**src/gtcb_pkg.sv**
```systemverilog
package gtcb_pkg;

   ////////////////////////////////////////////////////////////////////////////
   // clocking and timing
   localparam int unsigned CLK_HZ          = 100_000_000;
   localparam int unsigned TICK_MS         = 100;
   localparam int unsigned UART_OVERSAMPLE = 16;

   ////////////////////////////////////////////////////////////////////////////
   // register offsets (byte addresses)
   localparam logic [7:0] OFS_CMD    = 8'h00;
   localparam logic [7:0] OFS_RESP   = 8'h04;
   localparam logic [7:0] OFS_STATUS = 8'h08;
   localparam logic [7:0] OFS_TRAIL  = 8'h0c;
   localparam logic [7:0] OFS_LEAD   = 8'h10;
   localparam logic [7:0] OFS_SEQ    = 8'h14;
   localparam logic [7:0] OFS_RATE   = 8'h18;
   localparam logic [7:0] OFS_SRC    = 8'h1c;
   localparam logic [7:0] OFS_DIV    = 8'h20;
   localparam logic [7:0] OFS_RADIO  = 8'h24;

   ////////////////////////////////////////////////////////////////////////////
   // command word layout and response bits
   localparam int unsigned CMD_OP_LSB   = 0;
   localparam int unsigned CMD_PRM_LSB  = 8;
   localparam int unsigned CMD_HAS_BIT  = 24;
   localparam int unsigned RESP_DONE    = 16;
   localparam int unsigned RESP_REJ     = 17;
   localparam int unsigned STAT_CMDMODE = 0;
   localparam int unsigned STAT_PEND    = 1;

   ////////////////////////////////////////////////////////////////////////////
   // binary opcodes
   localparam logic [7:0] OP_AUTO_ADDR = 8'h3a;
   localparam logic [7:0] OP_TRAIL     = 8'h05;
   localparam logic [7:0] OP_RATE      = 8'h15;
   localparam logic [7:0] OP_LEAD      = 8'h04;
   localparam logic [7:0] OP_SEQ       = 8'h13;
   localparam logic [7:0] OP_EXIT      = 8'h09;

   ////////////////////////////////////////////////////////////////////////////
   // parameter ranges and defaults
   localparam logic [15:0] GUARD_MIN    = 16'h0002;
   localparam logic [15:0] GUARD_DEF    = 16'h000a;
   localparam logic [7:0]  SEQ_MIN      = 8'h20;
   localparam logic [7:0]  SEQ_MAX      = 8'h7f;
   localparam logic [7:0]  SEQ_DEF      = 8'h2b;
   localparam logic [15:0] RATE_STD_MAX = 16'h0006;
   localparam logic [15:0] RATE_NS_MIN  = 16'h007d;

   ////////////////////////////////////////////////////////////////////////////
   // serial number bits forming the source address
   localparam int unsigned SN_BIT_A  = 29;
   localparam int unsigned SN_BIT_B  = 28;
   localparam int unsigned SN_LO_MSB = 13;

   typedef enum logic [1:0] {ST_LEAD, ST_CHAR, ST_TRAIL, ST_CMD} gtcb_state_e;

endpackage

```
**src/gtcb_top.sv**
```systemverilog
// The implementer's own choices: the placing of the registers and the strobed register port.
`timescale 1ns/10ps
module gtcb_top
   import gtcb_pkg::*;
#(
   parameter int unsigned  TICK_CYC        = CLK_HZ / 1000 * TICK_MS,
   parameter int unsigned  UART_REF_HZ     = CLK_HZ / UART_OVERSAMPLE,
   parameter logic [15:0]  RADIO_RATE_CODE = 16'h0003
) (
   input  wire logic        clk_sys,
   input  wire logic        rstn,
   input  wire logic [7:0]  addr,
   input  wire logic [31:0] wdata,
   input  wire logic        wr,
   input  wire logic        rd,
   output logic      [31:0] rdata,
   input  wire logic        host_byte_valid,
   input  wire logic [7:0]  host_byte,
   input  wire logic [31:0] serial_number,
   output logic             cmd_mode,
   output logic      [15:0] host_rate_div,
   output logic      [15:0] radio_rate_code,
   output logic      [15:0] source_address
);

   ////////////////////////////////////////////////////////////////////////////
   // rate arithmetic

   function automatic logic [31:0] rate_std(input logic [15:0] code);
      logic [31:0] r;
      r = 32'h0000_0000;
      unique case (code[2:0])
         3'h0: r = 32'd1200;
         3'h1: r = 32'd2400;
         3'h2: r = 32'd4800;
         3'h3: r = 32'd9600;
         3'h4: r = 32'd19200;
         3'h5: r = 32'd38400;
         3'h6: r = 32'd57600;
         3'h7: r = 32'd57600;
      endcase
      return r;
   endfunction

   function automatic logic [31:0] div_round(input logic [31:0] r);
      logic [31:0] ref_hz;
      ref_hz = 32'(UART_REF_HZ);
      return (ref_hz + (r >> 1)) / r;
   endfunction

   function automatic logic [15:0] div_of_setting(input logic [15:0] s);
      logic [31:0] d;
      d = (s <= RATE_STD_MAX) ? div_round(rate_std(s)) : div_round({16'h0000, s});
      return d[15:0];
   endfunction

   // closest rate the divider can really produce
   function automatic logic [15:0] snap_rate(input logic [15:0] s);
      logic [31:0] d;
      logic [31:0] q;
      d = div_round({16'h0000, s});
      q = (32'(UART_REF_HZ) + (d >> 1)) / d;
      return (q > 32'h0000_ffff) ? 16'hffff : q[15:0];
   endfunction

   localparam logic [15:0] DIV_RST = div_of_setting(RADIO_RATE_CODE);

   ////////////////////////////////////////////////////////////////////////////
   // command decode

   logic        cmd_wr;
   logic [7:0]  op;
   logic [15:0] prm;
   logic        has_prm;
   logic        guard_ok;
   logic        seq_ok;
   logic        rate_ok;

   assign cmd_wr   = wr && (addr == OFS_CMD);
   assign op       = wdata[CMD_OP_LSB +: 8];
   assign prm      = wdata[CMD_PRM_LSB +: 16];
   assign has_prm  = wdata[CMD_HAS_BIT];
   assign guard_ok = prm >= GUARD_MIN;
   assign seq_ok   = (prm[15:8] == 8'h00) && (prm[7:0] >= SEQ_MIN) && (prm[7:0] <= SEQ_MAX);
   assign rate_ok  = (prm <= RATE_STD_MAX) || (prm >= RATE_NS_MIN);

   logic        do_exit;
   assign do_exit = cmd_wr && (op == OP_EXIT);

   // command word that writes a legal parameter for one opcode
   function automatic logic set_cmd(input logic       w,
                                    input logic [7:0] o,
                                    input logic [7:0] code,
                                    input logic       has,
                                    input logic       legal);
      return w && (o == code) && has && legal;
   endfunction

   logic        set_trail;
   logic        set_lead;
   logic        set_seq;
   logic        set_rate;

   assign set_trail = set_cmd(cmd_wr, op, OP_TRAIL, has_prm, guard_ok);
   assign set_lead  = set_cmd(cmd_wr, op, OP_LEAD, has_prm, guard_ok);
   assign set_seq   = set_cmd(cmd_wr, op, OP_SEQ, has_prm, seq_ok);
   assign set_rate  = set_cmd(cmd_wr, op, OP_RATE, has_prm, rate_ok);

   ////////////////////////////////////////////////////////////////////////////
   // configuration registers

   logic [15:0] trail_guard_r;
   logic [15:0] leading_guard_time_r;
   logic [7:0]  sequence_character_r;
   logic [15:0] host_bit_rate_setting_r;
   logic        rate_pend_r;

   always_ff @(posedge clk_sys) begin
      if (!rstn) begin
         trail_guard_r <= GUARD_DEF;
      end else if (set_trail) begin
         trail_guard_r <= prm;
      end
   end

   always_ff @(posedge clk_sys) begin
      if (!rstn) begin
         leading_guard_time_r <= GUARD_DEF;
      end else if (set_lead) begin
         leading_guard_time_r <= prm;
      end
   end

   always_ff @(posedge clk_sys) begin
      if (!rstn) begin
         sequence_character_r <= SEQ_DEF;
      end else if (set_seq) begin
         sequence_character_r <= prm[7:0];
      end
   end

   always_ff @(posedge clk_sys) begin
      if (!rstn) begin
         host_bit_rate_setting_r <= RADIO_RATE_CODE;
      end else if (set_rate) begin
         host_bit_rate_setting_r <= (prm <= RATE_STD_MAX) ? prm : snap_rate(prm);
      end
   end

   // old divider stays in use until exit
   always_ff @(posedge clk_sys) begin
      if (!rstn) begin
         rate_pend_r   <= 1'b0;
         host_rate_div <= DIV_RST;
      end else if (do_exit) begin
         rate_pend_r   <= 1'b0;
         host_rate_div <= div_of_setting(host_bit_rate_setting_r);
      end else if (set_rate) begin
         rate_pend_r <= 1'b1;
      end
   end

   // radio rate never touched by host rate commands
   always_ff @(posedge clk_sys) begin
      if (!rstn) begin
         radio_rate_code <= RADIO_RATE_CODE;
      end else begin
         radio_rate_code <= RADIO_RATE_CODE;
      end
   end

   always_ff @(posedge clk_sys) begin
      if (!rstn) begin
         source_address <= 16'hffff;
      end else if (cmd_wr && (op == OP_AUTO_ADDR)) begin
         source_address <= {serial_number[SN_BIT_A], serial_number[SN_BIT_B],
                            serial_number[SN_LO_MSB:0]};
      end
   end

   ////////////////////////////////////////////////////////////////////////////
   // query response

   logic [31:0] resp_r;
   logic [31:0] resp_nxt;

   always_comb begin
      resp_nxt = resp_r;
      if (cmd_wr) begin
         resp_nxt = 32'h0000_0000;
         resp_nxt[RESP_DONE] = 1'b1;
         unique case (op)
            OP_TRAIL: begin
               resp_nxt[15:0]     = has_prm ? prm : trail_guard_r;
               resp_nxt[RESP_REJ] = has_prm && !guard_ok;
            end
            OP_LEAD: begin
               resp_nxt[15:0]     = has_prm ? prm : leading_guard_time_r;
               resp_nxt[RESP_REJ] = has_prm && !guard_ok;
            end
            OP_RATE: begin
               resp_nxt[15:0]     = has_prm ? prm : host_bit_rate_setting_r;
               resp_nxt[RESP_REJ] = has_prm && !rate_ok;
            end
            OP_SEQ: begin
               resp_nxt[15:0]     = has_prm ? prm : {8'h00, sequence_character_r};
               resp_nxt[RESP_REJ] = has_prm && !seq_ok;
            end
            OP_AUTO_ADDR, OP_EXIT: begin
               resp_nxt[15:0] = 16'h0000;
            end
            default: begin
               resp_nxt[RESP_REJ] = 1'b1;
            end
         endcase
      end
   end

   always_ff @(posedge clk_sys) begin
      if (!rstn) begin
         resp_r <= 32'h0000_0000;
      end else begin
         resp_r <= resp_nxt;
      end
   end

   ////////////////////////////////////////////////////////////////////////////
   // entry sequence detection

   gtcb_state_e state_r;
   gtcb_state_e state_nxt;
   logic        restart;
   logic [31:0] tick_cnt_r;
   logic [15:0] units_r;
   logic        tick;

   assign tick = tick_cnt_r == 32'(TICK_CYC - 1);

   always_comb begin
      state_nxt = state_r;
      restart   = 1'b0;
      unique case (state_r)
         ST_LEAD: begin
            if (host_byte_valid) begin
               restart = 1'b1;
            end else if (units_r >= leading_guard_time_r) begin
               state_nxt = ST_CHAR;
            end
         end
         ST_CHAR: begin
            if (host_byte_valid) begin
               restart   = 1'b1;
               state_nxt = (host_byte == sequence_character_r) ? ST_TRAIL : ST_LEAD;
            end
         end
         ST_TRAIL: begin
            if (host_byte_valid) begin
               restart   = 1'b1;
               state_nxt = ST_LEAD;
            end else if (units_r >= trail_guard_r) begin
               state_nxt = ST_CMD;
            end
         end
         ST_CMD: begin
            if (do_exit) begin
               restart   = 1'b1;
               state_nxt = ST_LEAD;
            end
         end
      endcase
   end

   always_ff @(posedge clk_sys) begin
      if (!rstn) begin
         state_r <= ST_LEAD;
      end else begin
         state_r <= state_nxt;
      end
   end

   // silence timer in 100 ms units, saturating
   always_ff @(posedge clk_sys) begin
      if (!rstn) begin
         tick_cnt_r <= 32'h0000_0000;
         units_r    <= 16'h0000;
      end else if (restart) begin
         tick_cnt_r <= 32'h0000_0000;
         units_r    <= 16'h0000;
      end else if (tick) begin
         tick_cnt_r <= 32'h0000_0000;
         if (units_r != 16'hffff) begin
            units_r <= units_r + 16'h0001;
         end
      end else begin
         tick_cnt_r <= tick_cnt_r + 32'h0000_0001;
      end
   end

   always_ff @(posedge clk_sys) begin
      if (!rstn) begin
         cmd_mode <= 1'b0;
      end else begin
         cmd_mode <= state_nxt == ST_CMD;
      end
   end

   ////////////////////////////////////////////////////////////////////////////
   // register read port

   always_ff @(posedge clk_sys) begin
      if (!rstn) begin
         rdata <= 32'h0000_0000;
      end else if (rd) begin
         unique case (addr)
            OFS_RESP:   rdata <= resp_r;
            OFS_STATUS: rdata <= {30'h0000_0000, rate_pend_r, state_r == ST_CMD};
            OFS_TRAIL:  rdata <= {16'h0000, trail_guard_r};
            OFS_LEAD:   rdata <= {16'h0000, leading_guard_time_r};
            OFS_SEQ:    rdata <= {24'h00_0000, sequence_character_r};
            OFS_RATE:   rdata <= {16'h0000, host_bit_rate_setting_r};
            OFS_SRC:    rdata <= {16'h0000, source_address};
            OFS_DIV:    rdata <= {16'h0000, host_rate_div};
            OFS_RADIO:  rdata <= {16'h0000, radio_rate_code};
            default:    rdata <= 32'h0000_0000;
         endcase
      end else begin
         rdata <= 32'h0000_0000;
      end
   end

endmodule

```
**config.mk**
```make
export PLATFORM = sky130hd
export DESIGN_NAME = gtcb_top
export DESIGN_NICKNAME = d
export VERILOG_FILES = /design/src/gtcb_pkg.sv /design/src/gtcb_top.sv
export SDC_FILE = /design/constraint.sdc
export NUM_CORES = 2
export LEC_CHECK = 0
export ABC_CLOCK_PERIOD_IN_PS = 288400
export BUFFER_PORTS_ARGS = -buffer_cell sky130_fd_sc_hd__buf_2
export CAP_MARGIN = 20
export CORE_UTILIZATION = 40
export CTS_CLUSTER_SIZE = 28
export DETAILED_ROUTE_END_ITERATION = 16
export GPL_TIMING_DRIVEN = 0
export MAX_ROUTING_LAYER = met4
export PLACE_DENSITY_LB_ADDON = 0.05
export REMOVE_ABC_BUFFERS = 1
export SLEW_MARGIN = 20
export SYNTH_ARGS = -nofsm -noshare
export SYNTH_HDL_FRONTEND = slang
export SYNTH_SLANG_ARGS = --single-unit
```
**constraint.sdc**
```tcl
create_clock -name clk_sys -period 288.4 [get_ports clk_sys]
set_input_delay 28.84 -clock clk_sys [delete_from_list [all_inputs] [get_ports clk_sys]]
set_output_delay 28.84 -clock clk_sys [all_outputs]
set_load 0.03 [all_outputs]
```
Word level (Yosys, flattened, before mapping)
Memory sizes are Yosys's and may differ from the RTL's. A register that Yosys moved wholly into a read port is not among the register bits.
Index checks and enable logic that the tools add are counted.
{"block": "classes", "eq_ne": 22, "n_lt_le_gt_ge": 9, "muxes": 25, "n_bitwise": 1, "reduce_logical": 35, "n_addsub": 6, "n_div": 4}
{"cell": "$pmux W18 S9", "count": 1}
{"cell": "$mux W16", "count": 7}
{"cell": "$add A23 B31 Y32 const A", "count": 2}
{"cell": "$div A32 B16 Y32", "count": 2}
{"cell": "$div A32 B32 Y32", "count": 2}
{"cell": "$mux W32", "count": 2}
{"cell": "$pmux W16 S4", "count": 1}
{"cell": "$add A23 B15 Y24 const A", "count": 2}
{"cell": "$eq A8 B5 Y1 const B", "count": 6}
{"cell": "$add A32 B1 Y32 const B", "count": 1}
{"cell": "$eq A32 B24 Y1 const B", "count": 1}
{"cell": "$ge A16 B16 Y1", "count": 2}
{"cell": "$gt A32 B16 Y1 const B", "count": 1}
{"cell": "$le A16 B3 Y1 const B", "count": 2}
{"cell": "$eq A8 B3 Y1 const B", "count": 3}
{"cell": "$eq A8 B4 Y1 const B", "count": 3}
{"cell": "$eq A8 B6 Y1 const B", "count": 3}
{"cell": "$logic_and A1 B1 Y1", "count": 20}
{"cell": "$add A16 B1 Y16 const B", "count": 1}
{"cell": "$ge A16 B2 Y1 const B", "count": 1}
{"cell": "$ge A16 B7 Y1 const B", "count": 1}
{"cell": "$logic_not A8 Y1", "count": 2}
{"cell": "$ne A16 B16 Y1 const B", "count": 1}
{"cell": "$mux W2", "count": 7}
{"cell": "other kinds (17)", "count": 28}
{"block": "totals", "output_inout_bits": 81, "reg_bits": 190, "word_cells": 116, "n_memories": 1, "mem_bits_ro": 96, "input_bits": 85}
{"memory": "(no name shown)", "depth": 8, "word_bits": 12, "read_ports": 1, "rd_ports_with_merged_regs": 1, "wr": 0, "line_no": "gtcb_top.sv:32", "text": "unique case (code[2:0])"}

Depth between registers and ports, before layout
{"block": "logic_depth", "word_depth": 9, "ltp_mapped": 1174, "mapped_depth_nobuf": 1106}

Least setup slack after synthesis
OpenSTA, ideal clock, no wires.
{"block": "synth_timing", "kind": "input to register", "from": "input port wdata[8]", "to": "register (tool-made name)", "required_time_ns": 288.269, "setup_ns": 0.131, "path_slack_ns": 50.853, "path_buffers": 86, "arrival_ns": 237.416, "cell_stages": 1145, "cell_sequence": "clkbuf_1 clkinv_1 ha_1 nor4b_1 and3_1 ha_1 nor2_1 nand4_1 a21oi_1 ha_1 a21oi_1 and2_0 nor2_2 inv_2 clkbuf_1 nor2_1 ha_1 o21a_1 [... 1109 more ...] nand2b_1 a21oi_1 o31ai_1 a21oi_1 nor2b_1 o21ai_0 nand2b_1 a21oi_1 nor2b_1 o21ai_0 nand2b_1 a21oi_1 nor2b_1 o32ai_1 o211ai_1 nor2b_1 nand2_1 o21ai_0"}
{"element": "start, declared", "line_no": "gtcb_top.sv:13", "text": "input wire logic [31:0] wdata,"}

==> results_dict.tcl <==
set metrics [dict create \
    via_per_inst 6.073 \
    topRoutingLayerUsed "met4" \
    grt_use_total_pct 27.25 \
    yosysSeqAreaShare_pct 4.219 \
    finalSetupViolCount 0 \
    fmax_ghz 0.003730 \
    final_nets 14261 \
    reg2reg_from "host_bit_rate_setting_r[0]" \
    met2_length_um 147400 \
    tightest_slew_ns 1.267 \
    avgSynthCellArea_um2 7.010 \
    synth_top_area_share_pct 22.36 \
    syn_inst 12726 \
    ys.flop_type "dfxtp_1" \
    crit_type "in2reg" \
    synth.distinct_cells 137 \
    slew_headroom_pct 14.90 \
    rows 172 \
    area_delta_synth_final_pct 5.970 \
    rr_worst_depth 397 \
    drc 0 \
    fillCellCount 22903 \
    antenna_left 0 \
    cts_buffer_depth 2 \
    fin_setup_tns_ns 0 \
    hold_viol_final 0 \
    whs_endpoint "tick_cnt_r[0]" \
    hold_depth 1 \
    layoutNonFillerInstCount 15556 \
    multi_input_area_um2 82960 \
    ys_ff_latch 188 \
    dp.cells 15512 \
    fin_crit_sh_pct 92.95 \
    crit_path_frequent_cell "o21a_1" \
    grt_max_degree 80 \
    first_pass_iters 6 \
    portBuffers 112 \
    crit_fanout 58 \
    clk_latency_ns 0.52 \
    wl_um 308700 \
    dieArea_um2 224900 \
    drive_above_1_share_pct 7.487 \
    post-route-util_pct 42.85 \
    yosysWarnings 0 \
    cts_tree "done" \
    placed_cell_area_um2 93670 \
    wl_met1_um 141400 \
    initial_utilization_pct 40.44 \
    worstHoldStart "tick_cnt_r[0]" \
    cts_root_buf "clkbuf_16" \
    clkTransAtPathRegs_ns 0.10 \
    cts_sinks 188 \
    regToRegSetupSlack_ns 184.92 \
    seq_area_um2 3764 \
    hpwlAfterDp_um 252100 \
    crit_path_end_kind "register" \
    finClkSkew_ns 0.02895 \
    outcome "finished, final reports clean" \
    grt_antenna_before_repair 5 \
    async_reset_ff_share_pct 0 \
    hold_class "reg2reg" \
    cap_violations 0 \
    worstPathRequired_ns 288.75 \
    startpoint_type "primary input" \
    grt_pass1_vias 90164 \
    cts_buffers 17 \
    grt_overflow 0 \
    cp.arrival_ns 268.42 \
    fp.dieH_um 474.2 \
    core_area_um2 220600 \
    rsz0062_at_grt "false" \
    drtIter0Drc 5650 \
    cts.hold.buffers_added 0 \
    finalCriticalPeriod_ns 268.07 \
    ys_top_cells_by_area "ha_1 22%, o21a_1 7.8%, nor3_1 5.4%" \
    slowest_delay_ns 0.82 \
    num_vias 94466 \
    grt_first_pass_wirelength_um 488000 \
    synth-edff-count 0 \
    yosys.area.top_type "ha_1" \
    crit_slowest_cell "or3_1" \
    syn-cell-area_um2 89200 \
    die_x_um 474.2 \
    r2r_end "host_rate_div[0]" \
    wl_per_cell_um 19.84 \
    gp_congestion 0.9027 \
    slew_violations 0 \
    htree_num_levels 4 \
    ios 166 \
    final_cell_area_um2 94530 \
    wl_met3_um 8599 \
]
## state kept, by name, indices dropped and copies added (netlist names), 2 cells and up, named ones only
name                     cells
units_r                     16
trail_guard_r               16
host_bit_rate_setting_r     16
sequence_character_r         8
resp_r                      18
source_address              16
leading_guard_time_r        16
tick_cnt_r                  32
state_r                      2
host_rate_div               16
rdata                       18
## stage by stage
| step | setup WS (ns) | hold WS [ns] |
|---|---|---|
| after floorplan | 40.49 | 0.4299 |
| after global placement | -38.10 | 0.4474 |
| after detailed placement | 14.85 | 0.4531 |
| after CTS | 14.55 | 0.4765 |
| after global routing | 0.1580 | 0.5023 |
| final | 20.33 | 0.4705 |
## per-layer routing
layer | global-route usage [%] | vias to the layer above
met2 | 47.27 | 1677
met4 | 9.305 | 0
met1 | 33.54 | 44618
met5 | - | -
met3 | 1.117 | 381
li1 | - | 47790
## cell usage after synthesis (43+ instances only)
master    number
ha_1        1594
nor2_1      1262
nand2_1     1220
nor3_1       957
o21a_1       932
a21oi_1      790
o21ai_0      610
xnor2_1      415
o31ai_1      400
inv_1        351
clkbuf_1     329
a21o_1       284
mux2_2       276
nand3_1      271
xor2_1       249
dfxtp_1      188
nor2b_1      186
or3_1        174
nand2b_1     136
or2_2        134
a31oi_1      127
a211oi_1     117
o211ai_1     117
and2_1       109
nand4_1       94
and3_1        92
mux2i_1       81
nor4_1        64
o21ai_1       54
a22oi_1       49
o31a_1        43
## cells by family after synthesis
group / count (synthesis) / share of synthesized area (%)
mux: 368 / 4.570
buf+inv: 800 / 3.564
flops: 188 / 4.219
compound gates: 4175 / 32.15
xor+xnor: 664 / 6.519
simple gates: 4932 / 26.58
other cells: 2 / 0.008419
fa+ha+maj: 1597 / 22.39
## layout make-up
cell class / count / area share, %
Antenna cell: 3 / 0.007942
Sequential cell: 188 / 3.981
Timing Repair inverter: 2 / 0.01059
Inverter: 372 / 1.551
Multi-Input combinational cell: 11797 / 87.76
Tap cell: 2958 / 3.915
Clock buffer: 17 / 0.4500
Clock inverter: 15 / 0.2581
Timing Repair Buffer: 204 / 2.066
## worst max-delay path by stage
| stage | start | endpoint | slack (ns) | cells past startpoint |
|---|---|---|---|---|
| finish | wdata[8] | register | 20.33 | 1041 |
| global route | wdata[8] | register | 0.16 | 1037 |
| CTS | wdata[8] | register | 14.55 | 1040 |
| detailed placement | wdata[8] | register | 14.85 | 1052 |
| global placement | wdata[8] | register | -38.10 | 1190 |
| floorplan | wdata[8] | register | 40.49 | 1190 |
## cell usage in the layout, fill, tap and decap left out, types with 37 or more instances in the layout
cell type  synthesis  layout
a211oi_1         117     117
a21o_1           284     284
a21oi_1          790     784
a22oi_1           49      49
a31oi_1          127     127
and2_1           109     109
and3_1            92      90
buf_2             21     119
conb_1             2      61
dfxtp_1          188     188
ha_1            1594    1594
inv_1            351     305
inv_2             13      47
mux2_2           276     276
mux2i_1           81      81
nand2_1         1220    1215
nand2b_1         136     135
nand3_1          271     270
nand4_1           94      94
nor2_1          1262    1242
nor2b_1          186     186
nor3_1           957     948
nor4_1            64      59
o2111ai_1         37      37
o211ai_1         117     117
o21a_1           932     928
o21ai_0          610     602
o21ai_1           54      46
o22ai_1           41      41
o31a_1            43      42
o31ai_1          400     399
or2_2            134     134
or3_1            174     171
xnor2_1          415     415
xor2_1           249     249
## critical path, delay by kind of cell
kind	cells	cell delay [ns]
simple gates	275	49.30
mux	7	2.01
compound gates	636	139.40
fa+ha+maj	55	16.59
buf+inv	68	18.89
## timing repair
item / in CTS / in global routing
endpoints found under the setup margin: 0 / 14
endpoints found under the hold margin: 0 / 0
buffers inserted: 0 / 7
resized for setup: 0 / 33
Power is left out: the tool's default activity adds up to more than one toggle a clock period on the data nets, which glitch-free logic cannot reach.
